===== src/logic/vut_pkg.sv =====
// constants for the backplane utility and buffer control block
// Overview of operation
// - backplane reset resets bus logic, drives local reset
// - software drives system reset output high
// - fail output follows board fail unless inhibited
// - enabled falling edges of fail inputs interrupt
// - system clock driven only as controller
// - two straps select controller on, off, auto
// - control line transceiver direction, high outbound
// - data line transceiver direction, high outbound
// - shared low enable for data/address transceivers
// - address transceiver direction, outbound for master address and outgoing multiplexed data
// - five strobe and answer driver enables
// - interrupter watches and drives acknowledge chain
// - seven request inputs watched, seven outputs driven
// - read slot address and parity straps
// - fail inhibit is a software bit
package vut_pkg;
    localparam int unsigned CLK_HZ = 10_000_000;
    localparam int unsigned AW = 4;
    localparam int unsigned DW = 32;
    localparam logic [3:0] OFS_CTRL = 4'h0;
    localparam logic [3:0] OFS_IRQ = 4'h4;
    localparam logic [3:0] OFS_STAT = 4'h8;
    localparam int unsigned CTRL_INHIBIT = 0;
    localparam int unsigned CTRL_SF_EN = 1;
    localparam int unsigned CTRL_AC_EN = 2;
    localparam int unsigned CTRL_SRST = 3;
    localparam logic [3:0] CTRL_RST = 4'h0;
    localparam logic [7:1] IRQ_RST = 7'h00;
    localparam int unsigned ST_ACTIVE = 0;
    localparam int unsigned ST_MODE = 1;
    localparam int unsigned ST_PAR_OK = 3;
    localparam int unsigned ST_SLOT = 4;
    localparam int unsigned ST_IRQ_SEEN = 9;
    localparam int unsigned ST_SF = 16;
    localparam int unsigned ST_AC = 17;
    localparam logic [4:0] FIRST_SLOT = 5'h01;
    localparam logic [1:0] CAP_WAIT = 2'h3;
    localparam int unsigned SYSCLK_HZ = 5_000_000;
    localparam int unsigned SYSCLK_HALF = CLK_HZ / (2 * SYSCLK_HZ);
    typedef enum logic [1:0]
    {
        MODE_AUTO = 2'b00,
        MODE_ON = 2'b01,
        MODE_OFF = 2'b10
    } vut_mode_t;
endpackage : vut_pkg


===== src/logic/vut_evt_if.sv =====
// event path between the top and the fail monitor
interface vut_evt_if;
    logic sys_fail_n;
    logic ac_fail_n;
    logic sf_en;
    logic ac_en;
    logic bus_rst;
    logic sf_irq;
    logic ac_irq;
    modport top (output sys_fail_n, output ac_fail_n, output sf_en, output ac_en,
        output bus_rst, input sf_irq, input ac_irq);
    modport mon (input sys_fail_n, input ac_fail_n, input sf_en, input ac_en,
        input bus_rst, output sf_irq, output ac_irq);
endinterface : vut_evt_if


===== src/logic/vut_sync.sv =====
// two flip-flop synchroniser for a vector of pin levels
module vut_sync #(
    parameter int unsigned W = 1,
    parameter logic [W-1:0] INIT = '1
) (
    // clock and reset
    input wire logic i_clk,
    input wire logic i_rstn,
    // pins
    input wire logic [W-1:0] i_d,
    output logic [W-1:0] o_q
);
    logic [W-1:0] meta_q;
    logic [W-1:0] sync_q;

    always_ff @(posedge i_clk)
    begin
        if (!i_rstn)
        begin
            meta_q <= INIT;
            sync_q <= INIT;
        end
        else
        begin
            meta_q <= i_d;
            sync_q <= meta_q;
        end
    end

    assign o_q = sync_q;
endmodule : vut_sync


===== src/logic/vut_fail_mon.sv =====
// falling edge interrupt pulses for system fail and ac fail
module vut_fail_mon (
    // clock and reset
    input wire logic i_clk,
    input wire logic i_rstn,
    // event path
    vut_evt_if.mon evt
);
    logic [1:0] prev_q;
    logic [1:0] irq_q;
    logic [1:0] lvl;
    logic [1:0] en;
    logic [1:0] fall;

    assign lvl = {evt.ac_fail_n, evt.sys_fail_n};
    assign en = {evt.ac_en, evt.sf_en};
    assign fall = prev_q & ~lvl & en;

    always_ff @(posedge i_clk)
    begin
        if (!i_rstn || evt.bus_rst)
        begin
            prev_q <= 2'h3;
            irq_q <= 2'h0;
        end
        else
        begin
            prev_q <= lvl;
            irq_q <= fall;
        end
    end

    assign evt.sf_irq = irq_q[0];
    assign evt.ac_irq = irq_q[1];
endmodule : vut_fail_mon


===== src/logic/vut_util_top.sv =====
// backplane utility pins and transceiver control
//
// Local design decisions: the address map and the strobed register port.
module vut_util_top (
    // clock and reset
    input wire logic i_clk,
    input wire logic i_rstn,
    // register port
    input wire logic [3:0] i_addr,
    input wire logic [31:0] i_wdata,
    input wire logic i_we,
    input wire logic i_re,
    output logic [31:0] o_rdata,
    // reset pins
    input wire logic i_sys_reset_in_n,
    output logic o_sys_reset_drive,
    output logic o_local_reset_out_n,
    // fail pins
    input wire logic i_sys_fail_in_n,
    input wire logic i_ac_fail_in_n,
    input wire logic i_board_fail_n,
    output logic o_sys_fail_drive,
    output logic o_sys_fail_irq,
    output logic o_ac_fail_irq,
    // system controller
    input wire logic i_sysctl_force_on_n,
    input wire logic i_sysctl_force_off_n,
    input wire logic [4:0] i_slot_addr_n,
    input wire logic i_slot_addr_parity_n,
    output logic o_sysctl_active,
    output logic o_sysclk,
    output logic o_sysclk_oe,
    // bus cycle state from the core
    input wire logic i_master_own,
    input wire logic i_master_write,
    input wire logic i_slave_sel,
    input wire logic i_slave_read,
    input wire logic i_mblt_data,
    input wire logic i_as_drive,
    input wire logic i_ds_drive,
    input wire logic i_ack_drive,
    input wire logic i_buserr_drive,
    input wire logic i_retry_drive,
    // transceiver control
    output logic o_ctrl_lines_dir_out,
    output logic o_data_lines_dir_out,
    output logic o_addr_lines_dir_out,
    output logic o_addr_data_xcvr_oe_n,
    output logic o_addr_strobe_drv_en,
    output logic o_data_strobe_drv_en,
    output logic o_ack_drv_en,
    output logic o_buserr_drv_en,
    output logic o_retry_drv_en,
    // interrupt pins
    input wire logic i_int_ack_chain_in_n,
    input wire logic i_iack_claim,
    output logic o_int_ack_chain_out_n,
    input wire logic [7:1] i_irq_in_n,
    output logic [7:1] o_irq_drive,
    output logic [7:1] o_irq_seen
);
    logic [3:0] ctrl_q;
    logic [7:1] irq_q;
    logic [31:0] rdata_q;
    logic srst_q;
    logic lrst_n_q;
    logic sf_drv_q;
    logic active_q;
    logic sysclk_q;
    logic sysclk_oe_q;
    logic [3:0] xdir_q;
    logic [4:0] drv_q;
    logic iack_out_n_q;
    logic [7:1] irq_drv_q;
    logic [7:1] irq_seen_q;
    logic [1:0] cap_q;
    logic [4:0] slot_q;
    logic par_ok_q;
    logic [1:0] mode_q;
    logic [7:0] div_q;
    logic [11:0] pins_s;
    logic [7:1] irq_s;
    logic [4:0] slot_s;
    logic par_s;
    logic srst_in_n_s;
    logic sf_in_n_s;
    logic ac_in_n_s;
    logic bdf_n_s;
    logic en_n_s;
    logic dis_n_s;
    logic iack_in_n_s;
    logic bus_rst;
    logic cap_done;
    logic [4:0] slot_num;
    logic par_ok;
    logic [1:0] mode_dec;
    logic auto_on;
    logic active_d;
    logic div_end;
    logic wr_ctrl;
    logic wr_irq;
    logic [31:0] stat_word;
    logic [31:0] rd_mux;
    logic dir_ctrl;
    logic dir_data;
    logic dir_addr;
    logic xcvr_on;
    logic [4:0] drv_req;

    vut_evt_if evt ();

    // pin synchronisers
    vut_sync #(
        .W(12),
        .INIT(12'hfff)
    ) u_sync_pins (
        .i_clk(i_clk),
        .i_rstn(i_rstn),
        .i_d({i_slot_addr_parity_n, i_slot_addr_n, i_int_ack_chain_in_n,
            i_sysctl_force_off_n, i_sysctl_force_on_n, i_board_fail_n,
            i_ac_fail_in_n, i_sys_fail_in_n}),
        .o_q(pins_s)
    );

    vut_sync #(
        .W(8),
        .INIT(8'hff)
    ) u_sync_misc (
        .i_clk(i_clk),
        .i_rstn(i_rstn),
        .i_d({i_sys_reset_in_n, i_irq_in_n}),
        .o_q({srst_in_n_s, irq_s})
    );

    assign sf_in_n_s = pins_s[0];
    assign ac_in_n_s = pins_s[1];
    assign bdf_n_s = pins_s[2];
    assign en_n_s = pins_s[3];
    assign dis_n_s = pins_s[4];
    assign iack_in_n_s = pins_s[5];
    assign slot_s = pins_s[10:6];
    assign par_s = pins_s[11];

    // backplane reset holds bus side logic
    assign bus_rst = ~srst_in_n_s;

    // fail edge monitor
    assign evt.sys_fail_n = sf_in_n_s;
    assign evt.ac_fail_n = ac_in_n_s;
    assign evt.sf_en = ctrl_q[vut_pkg::CTRL_SF_EN];
    assign evt.ac_en = ctrl_q[vut_pkg::CTRL_AC_EN];
    assign evt.bus_rst = bus_rst;

    vut_fail_mon u_fail_mon (
        .i_clk(i_clk),
        .i_rstn(i_rstn),
        .evt(evt.mon)
    );

    // strap capture after release
    assign cap_done = (cap_q == vut_pkg::CAP_WAIT);
    assign slot_num = ~slot_s;
    assign par_ok = ^{slot_num, ~par_s};
    assign mode_dec = (!en_n_s && dis_n_s) ? vut_pkg::MODE_ON
        : (en_n_s && !dis_n_s) ? vut_pkg::MODE_OFF
        : vut_pkg::MODE_AUTO;

    always_ff @(posedge i_clk)
    begin
        if (!i_rstn)
        begin
            cap_q <= 2'h0;
            slot_q <= 5'h00;
            par_ok_q <= 1'b0;
            mode_q <= vut_pkg::MODE_OFF;
        end
        else if (!cap_done)
        begin
            cap_q <= cap_q + 2'h1;
            slot_q <= slot_num;
            par_ok_q <= par_ok;
            mode_q <= mode_dec;
        end
    end

    // controller decision
    assign auto_on = par_ok_q && (slot_q == vut_pkg::FIRST_SLOT);
    assign active_d = cap_done && ((mode_q == vut_pkg::MODE_ON)
        || ((mode_q == vut_pkg::MODE_AUTO) && auto_on));

    // system clock divider
    assign div_end = (div_q == 8'(vut_pkg::SYSCLK_HALF - 1));

    always_ff @(posedge i_clk)
    begin
        if (!i_rstn || !active_q)
        begin
            div_q <= 8'h00;
            sysclk_q <= 1'b0;
        end
        else if (div_end)
        begin
            div_q <= 8'h00;
            sysclk_q <= ~sysclk_q;
        end
        else
        begin
            div_q <= div_q + 8'h01;
        end
    end

    always_ff @(posedge i_clk)
    begin
        if (!i_rstn)
        begin
            active_q <= 1'b0;
            sysclk_oe_q <= 1'b0;
        end
        else
        begin
            active_q <= active_d;
            sysclk_oe_q <= active_d;
        end
    end

    // register writes
    assign wr_ctrl = i_we && (i_addr == vut_pkg::OFS_CTRL);
    assign wr_irq = i_we && (i_addr == vut_pkg::OFS_IRQ);

    always_ff @(posedge i_clk)
    begin
        if (!i_rstn)
        begin
            ctrl_q <= vut_pkg::CTRL_RST;
        end
        else if (wr_ctrl)
        begin
            ctrl_q <= i_wdata[3:0];
        end
    end

    always_ff @(posedge i_clk)
    begin
        if (!i_rstn || bus_rst)
        begin
            irq_q <= vut_pkg::IRQ_RST;
        end
        else if (wr_irq)
        begin
            irq_q <= i_wdata[7:1];
        end
    end

    // register reads
    assign stat_word = {14'h0000,
        ~ac_in_n_s,
        ~sf_in_n_s,
        irq_seen_q,
        slot_q,
        par_ok_q,
        mode_q,
        active_q};
    assign rd_mux = (i_addr == vut_pkg::OFS_CTRL) ? {28'h0000000, ctrl_q}
        : (i_addr == vut_pkg::OFS_IRQ) ? {24'h000000, irq_q, 1'b0}
        : (i_addr == vut_pkg::OFS_STAT) ? stat_word
        : 32'h00000000;

    always_ff @(posedge i_clk)
    begin
        if (!i_rstn)
        begin
            rdata_q <= 32'h00000000;
        end
        else
        begin
            rdata_q <= i_re ? rd_mux : 32'h00000000;
        end
    end

    // reset and fail outputs
    always_ff @(posedge i_clk)
    begin
        if (!i_rstn)
        begin
            srst_q <= 1'b0;
            lrst_n_q <= 1'b0;
            sf_drv_q <= 1'b0;
        end
        else
        begin
            srst_q <= ctrl_q[vut_pkg::CTRL_SRST];
            lrst_n_q <= ~bus_rst;
            sf_drv_q <= ~bdf_n_s && !ctrl_q[vut_pkg::CTRL_INHIBIT];
        end
    end

    // transceiver direction and enables
    assign dir_ctrl = i_master_own;
    assign dir_data = (i_master_own && i_master_write)
        || (i_slave_sel && i_slave_read);
    assign dir_addr = (i_master_own && (!i_mblt_data || i_master_write))
        || (i_slave_sel && i_mblt_data && i_slave_read);
    assign xcvr_on = i_master_own || i_slave_sel;
    assign drv_req = {i_retry_drive, i_buserr_drive, i_ack_drive,
        i_ds_drive, i_as_drive};

    always_ff @(posedge i_clk)
    begin
        if (!i_rstn || bus_rst)
        begin
            xdir_q <= 4'h8;
            drv_q <= 5'h00;
        end
        else
        begin
            xdir_q <= {~xcvr_on, dir_addr, dir_data, dir_ctrl};
            drv_q <= drv_req;
        end
    end

    // interrupter and handler pins
    always_ff @(posedge i_clk)
    begin
        if (!i_rstn || bus_rst)
        begin
            iack_out_n_q <= 1'b1;
            irq_drv_q <= 7'h00;
            irq_seen_q <= 7'h00;
        end
        else
        begin
            iack_out_n_q <= iack_in_n_s || i_iack_claim;
            irq_drv_q <= irq_q;
            irq_seen_q <= ~irq_s;
        end
    end

    // outputs
    assign o_rdata = rdata_q;
    assign o_sys_reset_drive = srst_q;
    assign o_local_reset_out_n = lrst_n_q;
    assign o_sys_fail_drive = sf_drv_q;
    assign o_sys_fail_irq = evt.sf_irq;
    assign o_ac_fail_irq = evt.ac_irq;
    assign o_sysctl_active = active_q;
    assign o_sysclk = sysclk_q;
    assign o_sysclk_oe = sysclk_oe_q;
    assign o_ctrl_lines_dir_out = xdir_q[0];
    assign o_data_lines_dir_out = xdir_q[1];
    assign o_addr_lines_dir_out = xdir_q[2];
    assign o_addr_data_xcvr_oe_n = xdir_q[3];
    assign o_addr_strobe_drv_en = drv_q[0];
    assign o_data_strobe_drv_en = drv_q[1];
    assign o_ack_drv_en = drv_q[2];
    assign o_buserr_drv_en = drv_q[3];
    assign o_retry_drv_en = drv_q[4];
    assign o_int_ack_chain_out_n = iack_out_n_q;
    assign o_irq_drive = irq_drv_q;
    assign o_irq_seen = irq_seen_q;
endmodule : vut_util_top


===== config.mk =====
export PLATFORM = sky130hd
export DESIGN_NAME = vut_util_top
export DESIGN_NICKNAME = d
export VERILOG_FILES = /design/src/logic/vut_pkg.sv /design/src/logic/vut_evt_if.sv /design/src/logic/vut_sync.sv /design/src/logic/vut_fail_mon.sv /design/src/logic/vut_util_top.sv
export SDC_FILE = /design/constraint.sdc
export NUM_CORES = 1
export LEC_CHECK = 0
export BUFFER_PORTS_ARGS = -buffer_cell sky130_fd_sc_hd__buf_2
export CORE_MARGIN = 5
export CORE_UTILIZATION = 45
export CTS_BUF_LIST = sky130_fd_sc_hd__clkbuf_16
export DETAILED_ROUTE_END_ITERATION = 8
export PLACE_DENSITY = 0.71
export REMOVE_ABC_BUFFERS = 1
export SLEW_MARGIN = 20
export SYNTH_ARGS = -nofsm -noshare
export SYNTH_HDL_FRONTEND = slang
export SYNTH_HIERARCHICAL = 1
export SYNTH_SLANG_ARGS = --single-unit
export TNS_END_PERCENT = 30

===== constraint.sdc =====
create_clock -name i_clk -period 2.2 [get_ports i_clk]
set_clock_uncertainty 0.1 [all_clocks]
set_input_delay 0 -clock i_clk [delete_from_list [all_inputs] [get_ports i_clk]]
set_output_delay 0 -clock i_clk [all_outputs]
set_load 0.01 [all_outputs]

**Word level (Yosys, flattened, before mapping)**

Cells that the tools add are included.

- Add/subtract/negate cells: 2
- Equality and inequality tests: 5
- Muxes and demuxes: 5
- Bitwise gates (word level): 15
- Reductions and logical operators: 36

Operators by type and width:

| cell | count |
|---|---|
| $mux W8 | 2 |
| $logic_and A1 B1 Y1 | 13 |
| $not A1 Y1 | 10 |
| $add A8 B1 Y8 const B | 1 |
| $logic_not A8 Y1 | 1 |
| $logic_or A1 B1 Y1 | 8 |
| $not A7 Y7 | 1 |
| $logic_not A1 Y1 | 6 |
| $reduce_xor A6 Y1 | 1 |
| $eq A5 B1 Y1 const B | 1 |
| $not A5 Y5 | 1 |
| $reduce_or A5 Y1 | 1 |
| $and A2 B2 Y2 | 2 |
| $eq A4 B3 Y1 const B | 1 |
| $eq A4 B4 Y1 const B | 1 |
| $logic_not A4 Y1 | 1 |
| $mux W2 | 2 |
| $mux W4 | 1 |
| $reduce_or A4 Y1 | 1 |
| $reduce_or A3 Y1 | 1 |
| $add A2 B1 Y2 const B | 1 |
| $eq A2 B1 Y1 const B | 1 |
| $eq A2 B2 Y1 const B | 1 |
| $logic_not A2 Y1 | 1 |
| other kinds (3) | 3 |

- Register bits after elaboration: 134
- Input port bits: 71
- Logic and storage cells: 90

**Longest topological paths before layout**

Gate-level depths: netlist (run 1).

- Depth in word-level cells: 5
- Gate-level depth with buffers: 6

**Hierarchy**

Netlist (run 1), hierarchy kept.

By module, submodules not included:

| module | times used | cells an instance | area an instance (µm²) | sequential area each (µm²) |
|---|---|---|---|---|
| vut_util_top | 1 | 292 | 2805.2 | 1521.5 |
| vut_sync (u_sync_pins) | 1 | 50 | 644.4 | 480.5 |
| vut_sync (u_sync_misc) | 1 | 33 | 431.7 | 320.3 |
| vut_fail_mon | 1 | 10 | 112.6 | 80.1 |

**Worst setup path after synthesis (run 1)**

OpenSTA, ideal clock, no wires.

- Path type: register -> register
- From: register div_q[0]
- To: register div_q[2]
- Data arrival time: 1.334 ns
- Path slack: 0.635 ns
- Stages on the path, launching flop included: 6
- Path buffers: 0
- Cell sequence: dfxtp_1 > inv_1 > ha_1 > or3b_2 > o21bai_1 > nor2_1

- Word-level cells in the longest chain between the ends: 2

RTL lines:

| item | line | source |
|---|---|---|
| start, declared | vut_util_top.sv:80 | `logic [7:0] div_q;` |
| start signal, assigned | vut_util_top.sv:208 | `div_q <= div_q + 8'h01;` |
| branches (longest 2 deep; another with $add A8 B1 Y8) | - |  |

Parallel ways; which one is timed is not known.
A chain may end at the register's enable or synchronous reset.

==> summary.md, run 1 <==
| Metric | Value |
|---|---|
| Post-Route WL | 8510 µm |
| Post-route clock period utilization | 0.916 |
| Full die area | 10900 µm² |
| Filler cell count in the final layout | 671 |
| Status | complete, no violations |
| Post-synthesis simple-gate area fraction | 0.217 |
| Worst R2R Path Depth | 4 |
| GRT Resource Usage Total | 0.165 |
| Yosys reg bits | 120 |
| Placer congestion estimate | 0.788 |
| Startpoint types | input pin |
| Max frequency | 496 MHz |
| Initial antenna violation count | 0 |
| Max incr delay on CP | 0.63 ns |
| Slew margin rel. | 0.508 |
| WP data required | 2.43 ns |
| # rows | 34 |
| FF/Latch Area | 2400 µm² |
| CP Data Arrival Time | 2.24 ns |
| Area Growth Syn to Fin | 43.2% |
| CP Max Fanout | 12 |
| Vias | 3117 |
| Max-slew violation count | 0 |
| Setup WS pre-CTS | 0.436 ns |
| Syn_area_per_cell | 10.4 µm² |
| First-pass GRT wire length | 14500 µm |
| Buffer depth of the longest clock path | 2 |
| Clock sink count | 120 |
| Flop2flop setup slack | 0.20 ns |
| Grt total ovfl | 0 |
| Dpl hpwl | 5370 µm |
| Post-synth EDFFs | 0 |
| Synth unique cells | 42 |
| Pin count of the biggest net entering global routing | 76 |
| Core Area | 8680 µm² |
| Worst-Skew Late Latency | 0.40 ns |
| Die height | 104 µm |
| Die width | 104 µm |
| P per Cell Area | 912 nW/µm² |
| Footprint of the multi-input gates | 1380 µm² |
| Routed met3 length | 601 µm |
| DR vias/cell | 4.67 |
| Clock slew at reported path FFs | 0.06 ns |
| Post-synth top flop | dfxtp_1 |
| Yosys top cell by area | dfxtp_1 |
| Synth top area cells | dfxtp_1, nand2b_1, buf_4, o21ai_0, and2_1 |
| Layout Cells excl Fill | 667 |
| Iter 0 DRT Violations | 171 |
| Minimum clock period | 2.02 ns |
| Synth top area share | 0.602 |
| Actual slew at the worst max-slew pin | 0.736 ns |
| Post-CTS setup buffer count | 0 |
| FF-to-FF Start | u_sync_misc/o_q[7] |
| Hold WC Path Type | input pin to flip-flop |
| CP top delay family | buffers and inverters |
| Crit-path cells | dlygate4sd3_1 -> buf_2 -> nor2b_1 -> nand3_1 -> dlygate4sd3_1 -> a21oi_1 |
| Final core utilization | 0.659 |
| Share of cells above drive strength 1 | 0.247 |
| CTS tree | yes |
| Crit path buffers/inverters | 3 |
| Final setup vio count | 0 |
| Adder-cell share of the synthesized area | 0.00940 |
| Placed cells | 567 |
| Seq/Total Area, Yosys | 0.602 |
| Nets | 620 |
| Input/output buffers | 96 |
| Vias in the first global route | 3087 |
| Drc violations | 0 |
| Crit-path slowest cell | nor2b_1 |
| Async SR Flop Fraction | 0 |
| Setup tns final | 0 ns |
| IO Count | 135 |
| Met2 routed wirelength | 4180 µm |
| Max VDD drop | 0.538 mV |
| Fin. Hold Viols | 0 |
| Num CTS Buffers | 17 |
| Largest family of logic cells by synthesized area | simple AND/OR/NAND/NOR gates |
| Crit path from | i_addr[2] |
| Worst hold margin | 0.101 ns |
| Leakage power | 2.49 nW |
| Crit path capture | irq_q[1] |
| Top post-synthesis cells by count | dfxtp_1, nand2b_1, nor2_1, buf_4, o21ai_0 |
| Drt pass-1 iters | 4 |
| RSZ-0062 raised after global routing | false |
| Synth Area in XOR/XNOR | 0.0210 |
| Clock root buffer | clkbuf_16 |
| Complex-gate fraction of the synthesized area | 0.0815 |
| Critical path depth | 6 |
| Worst Slack Setup Final | 0.184 ns |
| Post-route ant nets | 0 |
| WS Path Type | input pin to flip-flop |
| Diodes inserted | 0 |
| Uppermost routed layer | met4 |
| Synthesized area | 3990 µm² |
| CP most frequent cell | dlygate4sd3_1 |
| RR Endpoint | xdir_q[2] |
| Initial Util | 0.460 |
| DRT met1 WL | 3500 µm |
| Warnings from Yosys | 6 |
| Max cap viols | 0 |
| WL per Instance | 12.8 µm |
| H-tree level count | 4 |
| Most frequent cell after synthesis | dfxtp_1 |
| Mux cell area share after synthesis | 0.00251 |
| Worst setup EP type | flip-flop |
| Post-Syn Instances | 385 |
-- final cells by class --
type | count | area share
Timing Repair Buffer | 167 | 0.209
Inverter | 9 | 0.00591
Sequential cell | 120 | 0.420
Tap cell | 108 | 0.0236
Clock buffer | 17 | 0.0744
Clock inverter | 15 | 0.0254
Multi-Input combinational cell | 231 | 0.241
-- state kept, by name, summed over array words and instances (netlist names) --
name / flops
o_rdata: 18
u_sync_pins/meta_q: 12
u_sync_pins/o_q: 12
div_q: 8
u_sync_misc/meta_q: 8
u_sync_misc/o_q: 8
irq_q: 7
o_irq_drive: 7
o_irq_seen: 7
drv_q: 5
slot_q: 5
ctrl_q: 4
xdir_q: 4
cap_q: 2
mode_q: 2
u_fail_mon/irq_q: 2
u_fail_mon/prev_q: 2
o_int_ack_chain_out_n: 1
o_local_reset_out_n: 1
o_sys_fail_drive: 1
o_sys_reset_drive: 1
o_sysclk: 1
o_sysclk_oe: 1
par_ok_q: 1
-- what timing repair did --
item	in CTS	in global routing
endpoints found under the hold margin	64	0
hold buffers	68	0
resized for setup	0	1
setup endpoints to repair	0	1
-- power by group --
part | internal, mW | total [mW] | leakage (nW) | switching, mW
Sequential | 2.25 | 2.28 | 0.982 | 0.0298
Combinational | 0.193 | 0.341 | 1.25 | 0.148
Clock | 1.57 | 2.60 | 0.260 | 1.02
-- layout by cell type (no fill, tap or decap), drive strengths merged, types with 2 or more instances in the layout --
cell and instances:
nor3 3, or2b 8, nor2 25, nand2 15, clkinvlp 6, a2111oi 2
clkinv 3, nor2b 5, ha 3, and2 15, nor3b 3, or3b 4
a21oi 14, nor4 2, or3 4, xnor2 3, nand2b 33, conb 14
a22oi 6, buf 99, or4 3, nand3 15, dfxtp 120, a21boi 6
and3 13, clkbuf 17, xor2 4, inv 14, o21ai 21, dlygate4sd3 68
-- metal layers --
layer | GRT usage | vias to the layer above
met5 | 0 | -
li1 | - | 1565
met3 | 0.0509 | 16
met2 | 0.277 | 134
met1 | 0.186 | 1402
met4 | 0.0870 | 0
-- worst min-delay path by stage --
stage          cells after the start               endpoint  slack, ns             start
2_1_floorplan                      1              mode_q[1]      -0.04            i_rstn
3_3_place_gp                       2  u_sync_pins/meta_q[0]       0.08   i_sys_fail_in_n
3_5_place_dp                       2  u_sync_pins/meta_q[9]       0.08  i_slot_addr_n[3]
4_1_cts                            5               irq_q[4]       0.08              i_we
5_1_grt                            5               irq_q[2]       0.11              i_we
6_report                           5               irq_q[4]       0.10              i_we
-- per-stage QoR --
step	instance area, µm²	total power [mW]
after global placement	4460	2.56
after CTS	5720	5.26
final	5720	5.21
after floorplan	3810	2.45
after detailed placement	4460	2.57
after global routing	5720	5.40
-- worst reg2reg max path, cell delays in order (launching register included) --
cell,delay (ns)
dfxtp_1,0.65
nand2_2,0.29
buf_4,0.25
a21oi_1,0.11
dlygate4sd3_1,0.55
-- cell families (layout without fill, tap and decap cells) --
family,count (synthesis),count (layout)
flip-flops,120,120
buffers and inverters,47,208
AND/OR/NAND/NOR,151,151
other,1,14
AO/OA/AOI/OAI,54,54
XOR/XNOR,8,8
multiplexers,1,1
adder cells (fa/ha/maj),3,3
No activity file was read; power rests on OpenSTA's default activity.
==> run 2: changes to the inputs <==
Settings changed: CORE_UTILIZATION 45 to 44, PLACE_DENSITY 0.71 to 0.72, SYNTH_HIERARCHICAL 1 to not set.
Clock period 2.2 ns to 1.75 ns, I/O delays scaled along.
==> run 2 against run 1 <==
Power rose by 28%. Combinational power is 23% higher. Utilization shrank 1.3 points. Sequential cell count stayed put. Global-route usage shrank 0.28 points. Via count decreased by 0.80%. Worst hold slack got worse by 0.054 ns. Setup slack worse by 0.067 ns. Critical path depth increased by 1. Sequential share of layout area up 0.44 points. First-iteration DRC count fell by 36%. Critical path type unchanged. Largest cell class unchanged. Largest power group unchanged.
==> summary.md, run 2 <==
| Metric | Value |
|---|---|
| Status | complete, no violations |
| RSZ-0062 raised after global routing | false |
| Post-synth EDFFs | 0 |
| Diodes inserted | 0 |
| H-tree level count | 4 |
| WP data required | 1.98 ns |
| Leakage power | 2.49 nW |
| Top post-synthesis cells by count | dfxtp_1, nand2b_1, nor2_1, buf_4, o21ai_0 |
| Clock sink count | 120 |
| Worst hold start | i_addr[2] |
| Crit-path cells | dlygate4sd3_1 -> buf_2 -> nor3b_1 -> buf_4 -> nand3_1 -> dlygate4sd3_1 -> a21oi_1 |
| Hold Crit Depth | 4 |
| Startpoint types | input pin |
| Sw frac | 0.212 |
| Crit path from | i_addr[1] |
| Die width | 105 µm |
| Switch Pwr | 1.42 mW |
| Area Growth Syn to Fin | 42.0% |
| Max incr delay on CP | 0.56 ns |
| Die height | 105 µm |
| Seq/Total Area, Yosys | 0.603 |
| Share of cells above drive strength 1 | 0.252 |
| Post-DP Area | 4490 µm² |
| Clock root buffer | clkbuf_16 |
| Synth top area share | 0.603 |
| Flop2flop setup slack | 0.13 ns |
| Slew margin rel. | 0.637 |
| Minimum clock period | 1.63 ns |
| Commonest non-fill, non-tap cell in the layout | dfxtp_1 |
| Initial antenna violation count | 0 |
| Syn_area_per_cell | 10.3 µm² |
| Drc violations | 0 |
| Iter 0 DRT Violations | 110 |
| FF-to-FF Start | div_q[0] |
| Post-route ant nets | 0 |
| Async SR Flop Fraction | 0 |
| Final setup vio count | 0 |
| Filler cell count in the final layout | 673 |
| WL per Instance | 13.0 µm |
| DR vias/cell | 4.66 |
| Buffer depth of the longest clock path | 2 |
| Synthesized area | 3990 µm² |
| CP Data Arrival Time | 1.86 ns |
| Combinational share of power | 0.063 |
| Worst hold margin | 0.0473 ns |
| Max-slew violation count | 0 |
| Crit-path slowest cell | dlygate4sd3_1 |
| Int Power | 5.26 mW |
| Most frequent cell after synthesis | dfxtp_1 |
| P per Cell Area | 1180 nW/µm² |
| FF/Latch Area | 2400 µm² |
| Full die area | 11100 µm² |
| CP top delay family | buffers and inverters |
| Placer congestion estimate | 0.855 |
| Hold WC Path Type | input pin to flip-flop |
| Worst R2R Path Depth | 5 |
| Drt pass-1 iters | 4 |
| Clock slew at reported path FFs | 0.05 ns |
| Crit path buffers/inverters | 4 |
| Post-CTS setup buffer count | 0 |
| Vias in the first global route | 3070 |
| Warnings from Yosys | 0 |
| Post-Syn Instances | 388 |
| IO Count | 135 |
| Dpl hpwl | 5530 µm |
| Post-Route WL | 8620 µm |
| Yosys top cell by area | dfxtp_1 |
| CTS tree | yes |
| Grt total ovfl | 0 |
| Vias | 3092 |
| Cell area after layout | 5660 µm² |
| Sequential share of power | 0.428 |
| Clk pwr share | 0.509 |
| Post-route clock period utilization | 0.933 |
| Synth unique cells | 40 |
| Footprint of the multi-input gates | 1370 µm² |
| Synth top area cells | dfxtp_1, nand2b_1, buf_4, o21ai_0, and2_1 |
| Core Area | 8760 µm² |
| Most frequent cells in the layout | dfxtp_1, buf_2, dlygate4sd3_1 |
| Post-synth top flop | dfxtp_1 |
| First-pass GRT wire length | 14500 µm |
| # rows | 34 |
| Max cap viols | 0 |
| Num CTS Buffers | 17 |
| CP most frequent cell | dlygate4sd3_1 |
| Actual slew at the worst max-slew pin | 0.530 ns |
| Max VDD drop | 0.750 mV |
| GRT Resource Usage Total | 0.162 |
| Max frequency | 612 MHz |
| RR Endpoint | o_sysclk |
| Max reg flops | 18 |
| Fin. Hold Viols | 0 |
| Yosys reg bits | 120 |
| Pin count of the biggest net entering global routing | 56 |
| Hold EP | ctrl_q[3] |
| Nets | 617 |
| Input/output buffers | 96 |
| Setup tns final | 0 ns |
| Worst setup EP type | flip-flop |
| Worst-Skew Late Latency | 0.40 ns |
| Initial Util | 0.455 |
| WS Path Type | input pin to flip-flop |
| CP Max Fanout | 11 |
-- run 2: worst max-delay path by stage --
stage	slack [ns]	cells past startpoint	endpoint
floorplan	0.16	5	div_q[2]
global placement	0.17	5	o_sysclk
detailed placement	0.14	5	o_sysclk
CTS	0.05	7	irq_q[5]
global route	0.007	7	irq_q[6]
finish	0.12	7	irq_q[6]
-- run 2: kinds of logic after synthesis --
family | synth area share
mux | 0.00251
xor+xnor | 0.0210
compound gates | 0.0813
other cells | 0.000941
buf+inv | 0.0678
fa+ha+maj | 0.00942
flops | 0.603
simple gates | 0.214
-- run 2: tightest hold or removal path: stages --
cell and delay (ns):
buf_2 0.21, nor2_1 0.12, nand3_1 0.09, a21boi_0 0.07
-- run 2: metrics by stage --
stage | setup slack, ns | utilization | power (mW) | instances
final | 0.117 | 0.646 | 6.68 | 664
after global placement | 0.174 | 0.512 | 3.23 | 574
after floorplan | 0.161 | - | 3.08 | 361
after detailed placement | 0.135 | 0.512 | 3.24 | 574
after CTS | 0.0450 | 0.645 | 6.72 | 664
after global routing | 0.00721 | 0.646 | 6.91 | 664
-- run 2: cell type report --
| class | count | area share |
|---|---|---|
| sequential | 120 | 0.424 |
| multi-input combinational | 231 | 0.242 |
| tap | 108 | 0.0239 |
| clock buffer | 17 | 0.0752 |
| timing repair buffer | 163 | 0.199 |
| inverter | 10 | 0.00663 |
| clock inverter | 15 | 0.0283 |
-- run 2: what timing repair did --
action,4_1_cts,5_1_grt
hold buffers,58,0
endpoints found under the setup margin,0,6
resized for setup,0,2
hold endpoints to repair,47,0
-- run 2: power groups by stage --
stage | logic (mW) | registers [mW] | clock network, mW
floorplan | 0.159 | 2.92 | 0
global placement | 0.313 | 2.91 | 0
detailed placement | 0.319 | 2.92 | 0
CTS | 0.415 | 2.86 | 3.44
global route | 0.462 | 2.87 | 3.58
finish | 0.421 | 2.86 | 3.40
-- run 2: metal layers --
layer  global-route usage  wire [µm]  up-vias
met5                    0          0        -
met4               0.0721        127        0
met3               0.0647        771       16
met2                0.261       4010      133
met1                0.189       3710     1382
li1                     -          -     1561
==> run 3: changes to the inputs <==
Settings changed: CORE_MARGIN 5 to not set.
==> run 3 against run 2 <==
Routed wire length fell by 6.7%. Final cell count shrank 0.45%. Non-clock buffer count fell by 3. Setup slack lost 0.031 ns. Combinational power is 3% lower. Global-route usage grew 2.0 points. Sequential cell count did not move. Register-to-register slack hardly changed.
==> summary.md, run 3 (synthesis results as in run 2) <==
| Metric | Value |
|---|---|
| Status | complete, no violations |
| Pin count of the biggest net entering global routing | 48 |
| Leakage power | 2.52 nW |
| Placed cells | 574 |
| Placer congestion estimate | 0.750 |
| Clock root buffer | clkbuf_16 |
| CP top delay family | buffers and inverters |
| FF/Latch Area | 2400 µm² |
| Post-route clock period utilization | 0.951 |
| Worst Slack Setup Final | 0.0857 ns |
| Sequential share of power | 0.399 |
| Vias in the first global route | 2929 |
| Sw frac | 0.200 |
| WP data required | 1.97 ns |
| Switch Pwr | 1.43 mW |
| Max incr delay on CP | 0.56 ns |
| Uppermost routed layer | met4 |
| Max-slew violation count | 0 |
| Fin. Hold Viols | 0 |
| # rows | 34 |
| Cell area after layout | 5730 µm² |
| Initial antenna violation count | 0 |
| Grt total ovfl | 0 |
| Post-route ant nets | 0 |
| Post-DP Area | 4490 µm² |
| Worst setup EP type | flip-flop |
| Max VDD drop | 0.735 mV |
| Int Power | 5.73 mW |
| Diodes inserted | 0 |
| Worst-Skew Late Latency | 0.40 ns |
| GRT Resource Usage Total | 0.182 |
| Met2 routed wirelength | 3980 µm |
| Die height | 97.2 µm |
| Max reg flops | 18 |
| Die width | 97.2 µm |
| DR vias/cell | 4.66 |
| Layout Cells excl Fill | 661 |
| IO Count | 135 |
| Dpl hpwl | 5190 µm |
| Slew margin rel. | 0.622 |
| Buffer depth of the longest clock path | 2 |
| Routed met3 length | 422 µm |
| Input/output buffers | 96 |
| Final Power | 7.16 mW |
| Setup tns final | 0 ns |
| Clock slew at reported path FFs | 0.06 ns |
| Initial Util | 0.455 |
| Core Area | 8760 µm² |
| Most frequent cells in the layout | dfxtp_1, buf_2, dlygate4sd3_1 |
| DRT met1 WL | 3520 µm |
| Final setup vio count | 0 |
| Worst R2R Path Depth | 5 |
| Footprint of the multi-input gates | 1370 µm² |
| Crit path buffers/inverters | 4 |
| RSZ-0062 raised after global routing | false |
| Post-Route WL | 8040 µm |
| Filler cell count in the final layout | 692 |
| Minimum clock period | 1.66 ns |
| CP most frequent cell | dlygate4sd3_1 |
| Share of cells above drive strength 1 | 0.259 |
| Max frequency | 601 MHz |
| WL per Instance | 12.2 µm |
| Combinational share of power | 0.057 |
| Area Growth Syn to Fin | 43.7% |
| Iter 0 DRT Violations | 116 |
| Drc violations | 0 |
| P per Cell Area | 1250 nW/µm² |
| Crit-path cells | dlygate4sd3_1 -> buf_2 -> nor3b_1 -> buf_4 -> nand3_1 -> dlygate4sd3_1 -> a21oi_1 |
| Hold WC Path Type | input pin to flip-flop |
| Full die area | 9440 µm² |
| Hold Crit Depth | 5 |
| Setup WS pre-CTS | 0.142 ns |
| WS Path Type | input pin to flip-flop |
| Vias | 3077 |
| CP Data Arrival Time | 1.89 ns |
| H-tree level count | 4 |
| Critical path depth | 7 |
| Startpoint types | input pin |
| First-pass GRT wire length | 13400 µm |
| Crit-path slowest cell | dlygate4sd3_1 |
| Commonest non-fill, non-tap cell in the layout | dfxtp_1 |
| Num CTS Buffers | 17 |
| Actual slew at the worst max-slew pin | 0.565 ns |
| CTS tree | yes |
| Nets | 614 |
| Clock sink count | 120 |
| Max cap viols | 0 |
| Clk pwr share | 0.544 |
| CP Max Fanout | 11 |
| Drt pass-1 iters | 6 |
run 3: area by class of cell:
cell class | instances | share of cell area
multi-input combinational | 231 | 0.238
inverter | 10 | 0.00655
clock buffer | 17 | 0.0743
timing repair buffer | 160 | 0.194
sequential | 120 | 0.420
clock inverter | 15 | 0.0435
tap | 108 | 0.0236
run 3: worst min-delay path: cells and delay by family:
family / cells / cell delay, ns
and+or+nand+nor: 2 / 0.20
AOI/OAI and AO/OA: 1 / 0.07
buffers and inverters: 2 / 0.26
run 3: path summary, 6_finish.rpt:
| check | from | to | slack (ns) |
|---|---|---|---|
| worst max-delay path | i_addr[1] | irq_q[7] | 0.09 |
| worst min register to register | u_sync_misc.o_q[1] | o_irq_seen[2] | 0.28 |
| worst min-delay path | i_we | ctrl_q[3] | 0.09 |
| worst max register to register | div_q[0] | o_sysclk | 0.14 |
run 3: stage by stage:
step                      utilization  hold WS, ns
after CTS                       0.652       0.0797
after floorplan                     -      -0.0381
after global routing            0.653       0.0895
after global placement          0.512       0.0810
final                           0.653       0.0922
after detailed placement        0.512       0.0833
run 3: layer usage:
layer	up-vias	GRT usage
met5	-	0
met4	0	0.0758
met3	10	0.0554
met2	102	0.309
met1	1409	0.212
li1	1556	-
run 3: power by group through the flow:
stage / sequential, mW / clock (mW) / combinational (mW)
2_1_floorplan: 2.92 / 0 / 0.159
3_3_place_gp: 2.92 / 0 / 0.311
3_5_place_dp: 2.92 / 0 / 0.317
4_1_cts: 2.86 / 3.95 / 0.405
5_1_grt: 2.87 / 4.10 / 0.453
6_report: 2.86 / 3.89 / 0.409
run 3: repair_timing:
action / 4_1_cts / 5_1_grt
hold buffers: 55 / 0
hold endpoints to repair: 49 / 0
endpoints found under the setup margin: 0 / 4
buffers inserted: 0 / 0
resized for setup: 0 / 7
